File: config.mk
export PLATFORM = sky130hd
export DESIGN_NAME = mscio_top
export DESIGN_NICKNAME = d
export VERILOG_FILES = /design/src/hdl/mscio_top.v
export VERILOG_INCLUDE_DIRS = /design/src /design/src/shared
export SDC_FILE = /design/constraint.sdc
export NUM_CORES = 1
export LEC_CHECK = 0
export BUFFER_PORTS_ARGS = -buffer_cell sky130_fd_sc_hd__buf_2
export CORE_UTILIZATION = 35
export DETAILED_ROUTE_END_ITERATION = 10
export PLACE_DENSITY = 0.56
export SLEW_MARGIN = 20
export SYNTH_ARGS = -nofsm -noshare
export SYNTH_HDL_FRONTEND = slang
export SYNTH_SLANG_ARGS = --single-unit
File: constraint.sdc
create_clock -name clk_sys -period 3.7 [get_ports clk_sys]
set_input_delay 0.37 -clock clk_sys [delete_from_list [all_inputs] [get_ports clk_sys]]
set_output_delay 0.37 -clock clk_sys [all_outputs]
set_load 0.03 [all_outputs]
File: src/shared/mscio_defines.vh
// constants for the motor starter control input/output logic
// assumes a 50 MHz system clock; included by mscio_top.v
`ifndef MSCIO_DEFINES_VH
`define MSCIO_DEFINES_VH

// ---------------------------------------------------------------------
// timing
// ---------------------------------------------------------------------
`define MSCIO_CLK_HZ          50000000
`define MSCIO_DEBOUNCE_MS     10
`define MSCIO_DEBOUNCE_CYC    ((`MSCIO_CLK_HZ / 1000) * `MSCIO_DEBOUNCE_MS)
`define MSCIO_ATSPEED_MAX_S   30
`define MSCIO_ATSPEED_MAX_CYC (`MSCIO_CLK_HZ * `MSCIO_ATSPEED_MAX_S)
`define MSCIO_CNT_W           32
`define MSCIO_DEB_IDLE        7'h26    // settled contact levels after reset

// ---------------------------------------------------------------------
// relay function codes
// ---------------------------------------------------------------------
`define MSCIO_FN_W            5
`define MSCIO_FN_OFF          5'h00
`define MSCIO_FN_RUN          5'h01
`define MSCIO_FN_ATSPEED      5'h02
`define MSCIO_FN_THERM        5'h03
`define MSCIO_FN_JOG          5'h04
`define MSCIO_FN_RAMP_TWO     5'h05
`define MSCIO_FN_ANY_TRIP     5'h10
`define MSCIO_RLY1_DEFAULT    5'h01
`define MSCIO_RLY2_DEFAULT    5'h02
`define MSCIO_RLY3_DEFAULT    5'h10

// ---------------------------------------------------------------------
// trip codes and ramp figures
// ---------------------------------------------------------------------
`define MSCIO_TRIP_W          4
`define MSCIO_TRIP_NONE       4'h0
`define MSCIO_TRIP_FIRST      4'h5
`define MSCIO_TRIP_LAST       4'hF
`define MSCIO_THERM_TRIP_CODE 4'hE
`define MSCIO_RAMP_W          10
`define MSCIO_FULL_V_TIME     10'h000
`define MSCIO_FULL_V_CURR     10'h258

// ---------------------------------------------------------------------
// serial control modes
// ---------------------------------------------------------------------
`define MSCIO_SER_W           2
`define MSCIO_SER_OFF         2'h0
`define MSCIO_SER_FULL        2'h1
`define MSCIO_SER_JOG_ENABLE  2'h2
`define MSCIO_SER_JOG_LOCK    2'h3

`endif

File: src/hdl/mscio_top.v
// discrete control input and output logic of a motor soft starter
// assumes all inputs synchronous to clk_sys; contacts read 1 when closed
// timing counts default to real time; a bench may pass shorter ones
`timescale 1ns/1ns
`default_nettype none
`include "mscio_defines.vh"

module mscio_top #(
    parameter [`MSCIO_CNT_W-1:0] DEBOUNCE_CYC = `MSCIO_DEBOUNCE_CYC,
    parameter [`MSCIO_CNT_W-1:0] ATSPEED_CYC  = `MSCIO_ATSPEED_MAX_CYC
) (
    input  wire                     clk_sys,
    input  wire                     nrst,
    input  wire                     two_wire_mode,
    input  wire                     start_in,
    input  wire                     stop_in,
    input  wire                     interlock_in,
    input  wire                     ramp_sel_in,
    input  wire                     jog_in,
    input  wire                     thermistor_loop_ok,
    input  wire                     reset_req,
    input  wire                     decel_enable,
    input  wire                     decel_done,
    input  wire                     end_of_ramp,
    input  wire                     current_dropped,
    input  wire                     ext_trip,
    input  wire [`MSCIO_TRIP_W-1:0] ext_trip_code,
    input  wire                     serial_run_req,
    input  wire [`MSCIO_SER_W-1:0]  serial_control_mode_param,
    input  wire [`MSCIO_FN_W-1:0]   relay_one_function,
    input  wire [`MSCIO_FN_W-1:0]   relay_two_function,
    input  wire [`MSCIO_FN_W-1:0]   relay_three_function,
    input  wire [`MSCIO_RAMP_W-1:0] ramp_one_time,
    input  wire [`MSCIO_RAMP_W-1:0] ramp_one_curr,
    input  wire [`MSCIO_RAMP_W-1:0] ramp_two_time,
    input  wire [`MSCIO_RAMP_W-1:0] ramp_two_curr,
    output reg                      motor_power,
    output reg                      ramping,
    output reg                      decelerating,
    output reg                      full_voltage_start,
    output reg                      ramp_two_active,
    output reg                      jog_active,
    output reg                      serial_enabled,
    output reg                      at_speed,
    output reg                      bypass_cmd,
    output reg                      fault_out,
    output reg  [`MSCIO_TRIP_W-1:0] trip_code,
    output reg  [2:0]               aux_relay
);

    // -----------------------------------------------------------------
    // states of the run sequence
    // -----------------------------------------------------------------
    localparam [4:0] ST_IDLE  = 5'h01;
    localparam [4:0] ST_RAMP  = 5'h02;
    localparam [4:0] ST_RUN   = 5'h04;
    localparam [4:0] ST_DECEL = 5'h08;
    localparam [4:0] ST_TRIP  = 5'h10;

    localparam NIN = 7;
    // idle levels: normally closed stop, interlock and loop read closed,
    // so leaving reset raises no false stop, refusal or trip
    localparam [NIN-1:0] DEB_IDLE = `MSCIO_DEB_IDLE;

    // -----------------------------------------------------------------
    // input debounce
    // -----------------------------------------------------------------
    wire [NIN-1:0] raw_in;
    wire [NIN-1:0] deb;

    assign raw_in = {reset_req, thermistor_loop_ok, jog_in, ramp_sel_in,
                     interlock_in, stop_in, start_in};

    // each input must hold a new level for the debounce time; a bounce
    // back to the settled level restarts the count
    genvar gi;
    generate
        for (gi = 0; gi < NIN; gi = gi + 1) begin : g_deb
            reg [`MSCIO_CNT_W-1:0] cnt;
            reg                    lvl;
            always @(posedge clk_sys or negedge nrst) begin
                if (!nrst) begin
                    cnt        <= {`MSCIO_CNT_W{1'b0}};
                    lvl        <= DEB_IDLE[gi];
                end else if (raw_in[gi] == lvl) begin
                    cnt        <= {`MSCIO_CNT_W{1'b0}};
                end else if (cnt >= DEBOUNCE_CYC - 1) begin
                    cnt        <= {`MSCIO_CNT_W{1'b0}};
                    lvl        <= raw_in[gi];
                end else begin
                    cnt        <= cnt + 1'b1;
                end
            end
            assign deb[gi] = lvl;
        end
    endgenerate

    // debounced contacts under readable names
    wire d_start  = deb[0];
    wire d_stop   = deb[1];  // normally closed: 1 means not pressed
    wire d_intlk  = deb[2];  // normally closed: 1 means healthy
    wire d_ramp2  = deb[3];
    wire d_jog    = deb[4];
    wire d_therm  = deb[5];  // 1 means loop intact
    wire d_reset  = deb[6];

    // -----------------------------------------------------------------
    // relay function decode
    // -----------------------------------------------------------------
    // one relay's output for its function code; unknown codes stay open
    function relay_fn;
        input [`MSCIO_FN_W-1:0] fn;
        input                   run_f;
        input                   spd_f;
        input                   thr_f;
        input                   jog_f;
        input                   r2_f;
        input                   trp_f;
        begin
            case (fn)
                `MSCIO_FN_RUN:      relay_fn = run_f;
                `MSCIO_FN_ATSPEED:  relay_fn = spd_f;
                `MSCIO_FN_THERM:    relay_fn = thr_f;
                `MSCIO_FN_JOG:      relay_fn = jog_f;
                `MSCIO_FN_RAMP_TWO: relay_fn = r2_f;
                `MSCIO_FN_ANY_TRIP: relay_fn = trp_f;
                default:            relay_fn = 1'b0;
            endcase
        end
    endfunction

    // -----------------------------------------------------------------
    // run request
    // -----------------------------------------------------------------
    reg        seal_in;
    reg  [4:0] state;
    reg  [4:0] next_state;
    reg  [`MSCIO_CNT_W-1:0] spd_cnt;
    reg  [`MSCIO_TRIP_W-1:0] next_trip_code;
    wire       serial_start;
    wire       run_req;
    wire       therm_trip;

    // three-wire seal-in holds the start until stop opens
    // a trip or open interlock also drops it, so no restart follows a reset
    always @(posedge clk_sys or negedge nrst) begin
        if (!nrst) begin
            seal_in <= 1'b0;
        end else if (!d_stop || state == ST_TRIP || !d_intlk) begin
            seal_in <= 1'b0;
        end else if (d_start && !two_wire_mode) begin
            seal_in <= 1'b1;
        end
    end

    // serial port may start only where the mode and jog input allow it
    assign serial_start = serial_enabled && serial_run_req;

    // serial start joins the request under either wiring style
    // two-wire: the maintained contact between start and stop terminals
    assign run_req = (two_wire_mode ? (d_start && d_stop) : seal_in)
                     || serial_start;

    // open thermistor or protection loop is an immediate trip
    assign therm_trip = !d_therm;

    // -----------------------------------------------------------------
    // state sequencing
    // -----------------------------------------------------------------
    // next state and next trip code; the trip sources are applied last
    always @* begin
        next_state     = state;
        next_trip_code = trip_code;
        case (state)
            ST_IDLE: begin
                if (run_req && d_intlk)
                    next_state = ST_RAMP;
            end
            ST_RAMP, ST_RUN: begin
                if (!d_intlk) begin
                    // an open interlock drops power at once, no decel
                    next_state = ST_IDLE;
                end else if (!run_req) begin
                    next_state = decel_enable ? ST_DECEL : ST_IDLE;
                end else if (state == ST_RAMP &&
                             ((end_of_ramp && current_dropped) ||
                              spd_cnt >= ATSPEED_CYC - 1)) begin
                    next_state = ST_RUN;
                end
            end
            ST_DECEL: begin
                // a new run request during decel restarts the ramp
                if (decel_done || !d_intlk)
                    next_state = ST_IDLE;
                else if (run_req && d_intlk)
                    next_state = ST_RAMP;
            end
            ST_TRIP: begin
                // leave trip only once both trip sources have cleared
                if (d_reset && !therm_trip && !ext_trip) begin
                    next_state     = ST_IDLE;
                    next_trip_code = `MSCIO_TRIP_NONE;
                end
            end
            default: begin
                next_state = ST_IDLE;
            end
        endcase
        // trips override every state, deceleration included
        // the loop trip is tested first, so its code wins over an external one
        if (therm_trip) begin
            next_state     = ST_TRIP;
            next_trip_code = `MSCIO_THERM_TRIP_CODE;
        end else if (ext_trip && state != ST_TRIP) begin
            next_state     = ST_TRIP;
            next_trip_code = ext_trip_code;
        end
    end

    // state, at-speed timer and trip code registers
    // the at-speed timer counts only while the ramp goes on; any other
    // state clears it, so every restart gets the full limit
    always @(posedge clk_sys or negedge nrst) begin
        if (!nrst) begin
            state     <= ST_IDLE;
            spd_cnt   <= {`MSCIO_CNT_W{1'b0}};
            trip_code <= `MSCIO_TRIP_NONE;
        end else begin
            state     <= next_state;
            trip_code <= next_trip_code;
            if (next_state == ST_RAMP && state == ST_RAMP)
                spd_cnt <= spd_cnt + 1'b1;
            else
                spd_cnt <= {`MSCIO_CNT_W{1'b0}};
        end
    end

    // -----------------------------------------------------------------
    // outputs
    // -----------------------------------------------------------------
    // flags from the next state, so registered outputs move with the state
    wire trip_hi       = (next_trip_code >= `MSCIO_TRIP_FIRST) &&
                         (next_trip_code <= `MSCIO_TRIP_LAST);
    wire run_flag      = (next_state == ST_RAMP) || (next_state == ST_RUN);
    wire spd_flag      = (next_state == ST_RUN);
    wire thr_flag      = (next_state == ST_TRIP) &&
                         (next_trip_code == `MSCIO_THERM_TRIP_CODE);
    wire trp_flag      = (next_state == ST_TRIP);
    // active ramp settings follow the ramp-select contact
    wire [`MSCIO_RAMP_W-1:0] act_time = d_ramp2 ? ramp_two_time : ramp_one_time;
    wire [`MSCIO_RAMP_W-1:0] act_curr = d_ramp2 ? ramp_two_curr : ramp_one_curr;

    // -----------------------------------------------------------------
    // programmable auxiliary relays
    // -----------------------------------------------------------------
    wire [3*`MSCIO_FN_W-1:0] fn_all;
    wire [2:0]               trip_sel;
    wire [2:0]               next_aux;

    // relay three's any-trip is narrowed to codes five to fifteen;
    // relays one and two report every trip, like the fault output
    assign fn_all   = {relay_three_function, relay_two_function,
                       relay_one_function};
    assign trip_sel = {trp_flag && trip_hi, trp_flag, trp_flag};

    // each relay decodes its own function code from the same flags, except its own trip_sel bit;
    // run_flag drops at start of decel, so relay one opens then
    generate
        for (gi = 0; gi < 3; gi = gi + 1) begin : g_aux
            assign next_aux[gi] = relay_fn(fn_all[gi*`MSCIO_FN_W +: `MSCIO_FN_W],
                                           run_flag, spd_flag, thr_flag,
                                           jog_active, ramp_two_active,
                                           trip_sel[gi]);
        end
    endgenerate

    // registered outputs follow the next state
    always @(posedge clk_sys or negedge nrst) begin
        if (!nrst) begin
            motor_power        <= 1'b0;
            ramping            <= 1'b0;
            decelerating       <= 1'b0;
            full_voltage_start <= 1'b0;
            ramp_two_active    <= 1'b0;
            jog_active         <= 1'b0;
            serial_enabled     <= 1'b0;
            at_speed           <= 1'b0;
            bypass_cmd         <= 1'b0;
            fault_out          <= 1'b0;
            aux_relay          <= 3'h0;
        end else begin
            // thermistor trip makes next_state trip, so power drops at once
            motor_power  <= run_flag || (next_state == ST_DECEL);
            ramping      <= (next_state == ST_RAMP);
            decelerating <= (next_state == ST_DECEL);
            at_speed     <= spd_flag;
            bypass_cmd   <= spd_flag;
            // ramp choice is frozen once the start begins, so a switch
            // during the ramp cannot swap profiles halfway
            if (state == ST_IDLE) begin
                ramp_two_active    <= d_ramp2;
                full_voltage_start <= (act_time == `MSCIO_FULL_V_TIME) &&
                                      (act_curr == `MSCIO_FULL_V_CURR);
            end
            // jog only with a start request present
            jog_active   <= d_jog && run_flag && run_req;
            // serial permission follows the mode and the debounced jog contact
            case (serial_control_mode_param)
                `MSCIO_SER_FULL:       serial_enabled <= 1'b1;
                `MSCIO_SER_JOG_ENABLE: serial_enabled <= d_jog;
                `MSCIO_SER_JOG_LOCK:   serial_enabled <= !d_jog;
                default:               serial_enabled <= 1'b0;
            endcase
            // fault output is fixed to any trip and cannot be reassigned
            fault_out    <= trp_flag;
            aux_relay    <= next_aux;
        end
    end

endmodule // mscio_top
`default_nettype wire

Yosys cells after proc, flatten, opt, wreduce, memory -nomap -nowiden:

Cells that the tools add are included.

* bitwise gates (word level): 7
* $lt $le $gt $ge: 10
* equality and inequality tests: 40
* multiplexer cells: 38
* $add $sub $neg: 8
* reduce and logical (&&, ||, !) cells: 38

Operator list (number)
* 2-to-1 mux 32 bit: 15
* adder 32 x 1 -> 32 bit (second input constant): 8
* greater-or-equal comparator 32 x 19 -> 1 bit (second input constant): 7
* == test 5 x 2 -> 1 bit (second input constant): 8
* == test 5 x 3 -> 1 bit (second input constant): 8
* 2-to-1 mux 5 bit: 8
* greater-or-equal comparator 32 x 31 -> 1 bit (second input constant): 1
* == test 5 bit (second input constant): 5
* == test 5 x 1 -> 1 bit (second input constant): 4
* 2-to-1 mux 10 bit: 2
* 2-to-1 mux 4 bit: 5
* one-hot mux 5 bit (4 select lines): 1
* one-hot mux 1 bit (6 select lines): 3
* logical AND 1 bit: 16
* AND reduction 2 bit: 7
* == test 10 bit (second input constant): 1
* == test 5 x 4 -> 1 bit (second input constant): 2
* logical NOT 10 bit: 1
* == test 1 bit: 7
* logical OR 1 bit: 7
* inverter 1 bit: 7
* logical NOT 1 bit: 5
* != test 5 bit (second input constant): 1
* == test 2 bit (second input constant): 2
* other kinds (8): 10

* output and inout bits: 17
* register bits after elaboration: 285

Logic depth before layout (Yosys ltp):

* depth in word-level cells: 13
* depth in mapped cells: 9
* mapped depth without buffers: 8

Worst setup path before layout:

OpenSTA, ideal clock, no wires.

* path kind: flip-flop to flip-flop
* from: register g_deb[5].cnt[0]
* to: register g_deb[5].cnt[10]
* cell stages (with the launch flop): 10
* buffers on the path: 1
* path slack: 1.599 ns
* arrival: 2.029 ns
* path through: dfrtp_1 ha_1 and4_1 o41ai_1 nand2_1 a21o_1 a31oi_1 nand2_1 buf_2 nor2_1

* word-level cells in the longest chain between the ends: 3

Ends and longest elaborated chain
* start, declared: RTL line mscio_top.v:79 `` reg [`MSCIO_CNT_W-1:0] cnt; ``
* start signal, assigned: RTL line mscio_top.v:83 `` cnt <= {`MSCIO_CNT_W{1'b0}}; ``
* start signal, assigned: RTL line mscio_top.v:86 `` cnt <= {`MSCIO_CNT_W{1'b0}}; ``
* start signal, assigned: RTL line mscio_top.v:88 `` cnt <= {`MSCIO_CNT_W{1'b0}}; ``
* adder 32 x 1 -> 32 bit / greater-or-equal comparator 32 x 19 -> 1 bit (equally long branches): RTL line mscio_top.v:91, mscio_top.v:87
* 2-to-1 mux 32 bit *: RTL line mscio_top.v:87 `end else if (cnt >= DEBOUNCE_CYC - 1) begin`
* 2-to-1 mux 32 bit *: RTL line mscio_top.v:85 `end else if (raw_in[gi] == lvl) begin`

Mark *: on every way between the ends. The rest lies on a longest branch, timed or not.
A chain may end at the register's enable or synchronous reset.

Worst setup path in the final report:

* from: register state[0]
* to: register spd_cnt[18]

* word-level cells in the longest chain between the ends: 11

Ends and longest elaborated chain
* start, declared: RTL line mscio_top.v:136 `reg [4:0] state;`
* start signal, assigned: RTL line mscio_top.v:229 `state <= next_state;`
* == test 5 x 2 -> 1 bit: RTL line mscio_top.v:174, mscio_top.v:185, mscio_top.v:231
* logical AND 1 bit: RTL line mscio_top.v:185 `end else if (state == ST_RAMP &&`
* 2-to-1 mux 5 bit: RTL line mscio_top.v:185
* 2-to-1 mux 5 bit: RTL line mscio_top.v:183 `end else if (!run_req) begin`
* 2-to-1 mux 5 bit: RTL line mscio_top.v:180 `if (!d_intlk) begin`
* one-hot mux 5 bit (4 select lines): RTL line mscio_top.v:174 `case (state)`
* 2-to-1 mux 5 bit: RTL line mscio_top.v:214 `end else if (ext_trip && state != ST_TRIP) begin`
* 2-to-1 mux 5 bit: RTL line mscio_top.v:211 `if (therm_trip) begin`
* == test 5 x 2 -> 1 bit: RTL line mscio_top.v:231 `if (next_state == ST_RAMP && state == ST_RAMP)`
* logical AND 1 bit *: RTL line mscio_top.v:231
* 2-to-1 mux 32 bit *: RTL line mscio_top.v:231
* end signal, assigned: RTL line mscio_top.v:226 `` spd_cnt <= {`MSCIO_CNT_W{1'b0}}; ``
* end signal, assigned: RTL line mscio_top.v:232 `spd_cnt <= spd_cnt + 1'b1;`
* end signal, assigned: RTL line mscio_top.v:234 `` spd_cnt <= {`MSCIO_CNT_W{1'b0}}; ``
* end, declared: RTL line mscio_top.v:138 `` reg [`MSCIO_CNT_W-1:0] spd_cnt; ``

Marked as above.

==> flow_summary_export.csv <==
group,metric,value,unit
clock_tree,clk_pin_slew,0.06,ns
logic_synthesis,synth_flop_cell,"dfrtp_1",
logic_synthesis,synth-edff-count,0,
logic_synthesis,synth_area_leaders,"dfrtp_1 57%, xor2_1 6.7%, nor2_1 6.3%",
die,fp-row-count,68,
clock_tree,cts.repair.resized,0,
power_and_ir_drop,ir_drop,320,uV
routing,drt_pre_antenna_iters,5,
setup_path,end_kind,"register",
logic_synthesis,synth_cell_type_count,74,
power_and_ir_drop,power_density,466,nW/um2
hold_path,hold_class,"input port to register",
place,place_hpwl,16900,um
power_and_ir_drop,p_leak,0.00638,uW
routing,vias,8308,
clock_tree,tritoncts,"built",
setup_path,worstPathArrival,3.06,ns
grt,grt_use_met3,3.48,%
timing,maxSlewViolCount,0,
die,io_pins,94,
timing,setup_tns,0,ns
die,dieArea,35700,um2
grt,grt_overflow,0,
clock_tree,cts-htree-levels,1,
timing,clock_skew,0.0182,ns
clock_tree,cts_buffers,31,
layout,fin_util,42.4,%
timing,setup_viol,0,
job,maxCapViolations,0,
setup_path,crit_required,4.17,ns
logic_synthesis,ys_seq_elements,285,
timing,fin_crit,2.58,ns
routing,avgRoutedWirePerCell,13.4,um
timing,max_freq,0.387,GHz
place,place_congestion,0.793,
grt,grt_use_met2,21.9,%
die,fp.dieW,189,um
logic_synthesis,ys_warn_count,0,
timing,rsz0062_at_grt,"no",
layout,final_cells,1814,
logic_synthesis,synth_area,12200,um2
grt,use_met1,19.9,%
status,outcome,"completed",
grt,grt_pass1_vias,8256,
logic_synthesis,syn_inst,1131,
clock_tree,clk_latency,0.57,ns
setup_path,cp-start-kind,"register",
logic_synthesis,synth_top_cell_by_area,"dfrtp_1",
grt,grt_pass1_wl,41200,um
grt,grt_usage,14.1,%
logic_synthesis,yosys.area.top_type_share,57.4,%
setup_path,path_max_fanout,30,
layout,nets,1418,
clock_tree,cts-root-buf,"clkbuf_16",
clock_tree,post_cts_buffers,0,
logic_synthesis,ys_async_sr_fraction,100,%
timing,timing_hold_violations_final,0,
routing,ant_nets,0,
logic_synthesis,avgSynthCellArea,10.8,um2
place,post_dp_cell_area,13600,um2
layout,area.growth.synth_to_final,19.4,%
die,start_util,35.5,%
logic_synthesis,yosysSeqAreaShare,58.3,%
layout,fin_area,14600,um2
routing,drtIter0Drc,367,
timing,max_slew_margin,34.1,%
place,dp_worst_setup_slack,1.11,ns
setup_path,worstSetupPathType,"register to register",
timing,fin_ws,1.12,ns
clock_tree,cts_hold_buf,2,
grt,grt_max_degree,94,
timing,worst_pin_slew,0.986,ns
timing,period_share,69.8,%
die,core,34500,um2
place,port-buffer-count,93,
clock_tree,clock_path_buffers,3,
layout,drive_gt1_share,13.6,%
place,dpl.cell_count,1753,
routing,via_per_inst,4.58,
routing,drc_errors,0,
clock_tree,cts.sinks,285,
grt,antenna_found_initial,4,
grt,top_usage_layer,"met2",
routing,routed_wl,24300,um
die,fp.dieH,189,um
==> placed cells by master, fill, tap and decap left out, types with 18 or more instances in the layout <==
cell	Yosys	layout
a21oi_1	24	24
and3_1	48	48
buf_2	6	92
clkbuf_16	0	31
conb_1	1	92
dfrtp_1	281	281
inv_1	22	22
nand2_1	105	105
nand3_1	56	56
nand4_1	18	18
nor2_1	206	206
nor3_1	32	32
nor4_1	20	20
xnor2_1	57	57
xor2_1	94	94
==> worst max-delay path, cell delays in order, from the launching register on <==
cell	delay [ns]
dfstp_2	0.66
nor3b_1	0.33
a211oi_1	0.10
o21ai_1	0.25
nand2_1	0.13
nor2_1	0.15
nand2_1	0.58
nor2_1	0.30
==> Yosys cell counts, types with 3 or more instances <==
cell type,count
a21oi_1,24
nand2_1,105
xnor2_1,57
buf_2,6
dfrtp_1,281
nor4bb_1,3
or3_1,3
and4_1,13
nor4b_1,5
ha_1,8
o2111a_1,6
xor2_1,94
nor4_1,20
or2_2,3
o21ai_0,5
nand3_1,56
nand4_1,18
nor3b_1,3
and3_1,48
nor2_1,206
a31oi_1,5
o41ai_1,8
nand3b_1,5
mux2_2,10
inv_1,22
nor3_1,32
o31ai_1,4
o21ai_1,5
clkbuf_1,7
or4_1,6
buf_6,3
dfstp_2,4
==> through the flow <==
stage	hold slack (ns)	power [uW]
global placement	0.380	3770
floorplan	0.0744	3560
finish	0.0609	6810
detailed placement	0.383	3770
global route	0.0542	7110
CTS	0.0304	6930
==> kinds of logic (layout without fill, tap and decap cells) <==
group           after synthesis  in the layout  synth area share (%)
xor+xnor                    151            151                  10.8
flops                       285            285                  58.3
compound gates               89             89                  5.67
other cells                   1             94                0.0306
fa+ha+maj                     8              8                 0.817
simple gates                544            544                  21.7
buf+inv                      42            177                  1.71
mux                          11             11                  1.00
==> path summary, 6_finish.rpt <==
check | startpoint | slack, ns | cells after the start | to
max in group asynchronous | nrst | 2.29 | 3 | g_deb[3].cnt[31]
min in group asynchronous | nrst | 0.37 | 2 | g_deb[0].cnt[7]
hold / removal | ramp_sel_in | 0.06 | 2 | d_ramp2
setup reg to reg | state[0] | 1.12 | 7 | spd_cnt[18]
setup / recovery | state[0] | 1.12 | 7 | spd_cnt[18]
hold reg to reg | spd_cnt[0] | 0.46 | 1 | spd_cnt[0]
==> flip-flops by register name, indices dropped and copies added, names as in the netlist, 3 cells and up <==
register,flops
spd_cnt,32
aux_relay,3
state,5
trip_code,4
g_deb.cnt,224
==> layer usage <==
metal | vias up | share of wire, %
met1 | 3951 | 49
met2 | 125 | 44
met5 | - | 0.090
li1 | 4193 | -
met3 | 35 | 5.1
met4 | 4 | 1.9
==> power breakdown <==
group / internal [uW] / switching (uW)
clock network: 1860 / 1240
registers: 3200 / 56.5
logic: 159 / 293
==> layout make-up <==
cell class | count | area, um2
fill | 3327 | 19800
sequential | 285 | 7140
multi-input combinational | 895 | 5250
clock buffer | 46 | 922
tap | 455 | 569
timing repair buffer | 98 | 543
clock inverter | 11 | 121
inverter | 22 | 82.6
antenna | 2 | 5.00
Power figures use the tool's default switching activity.
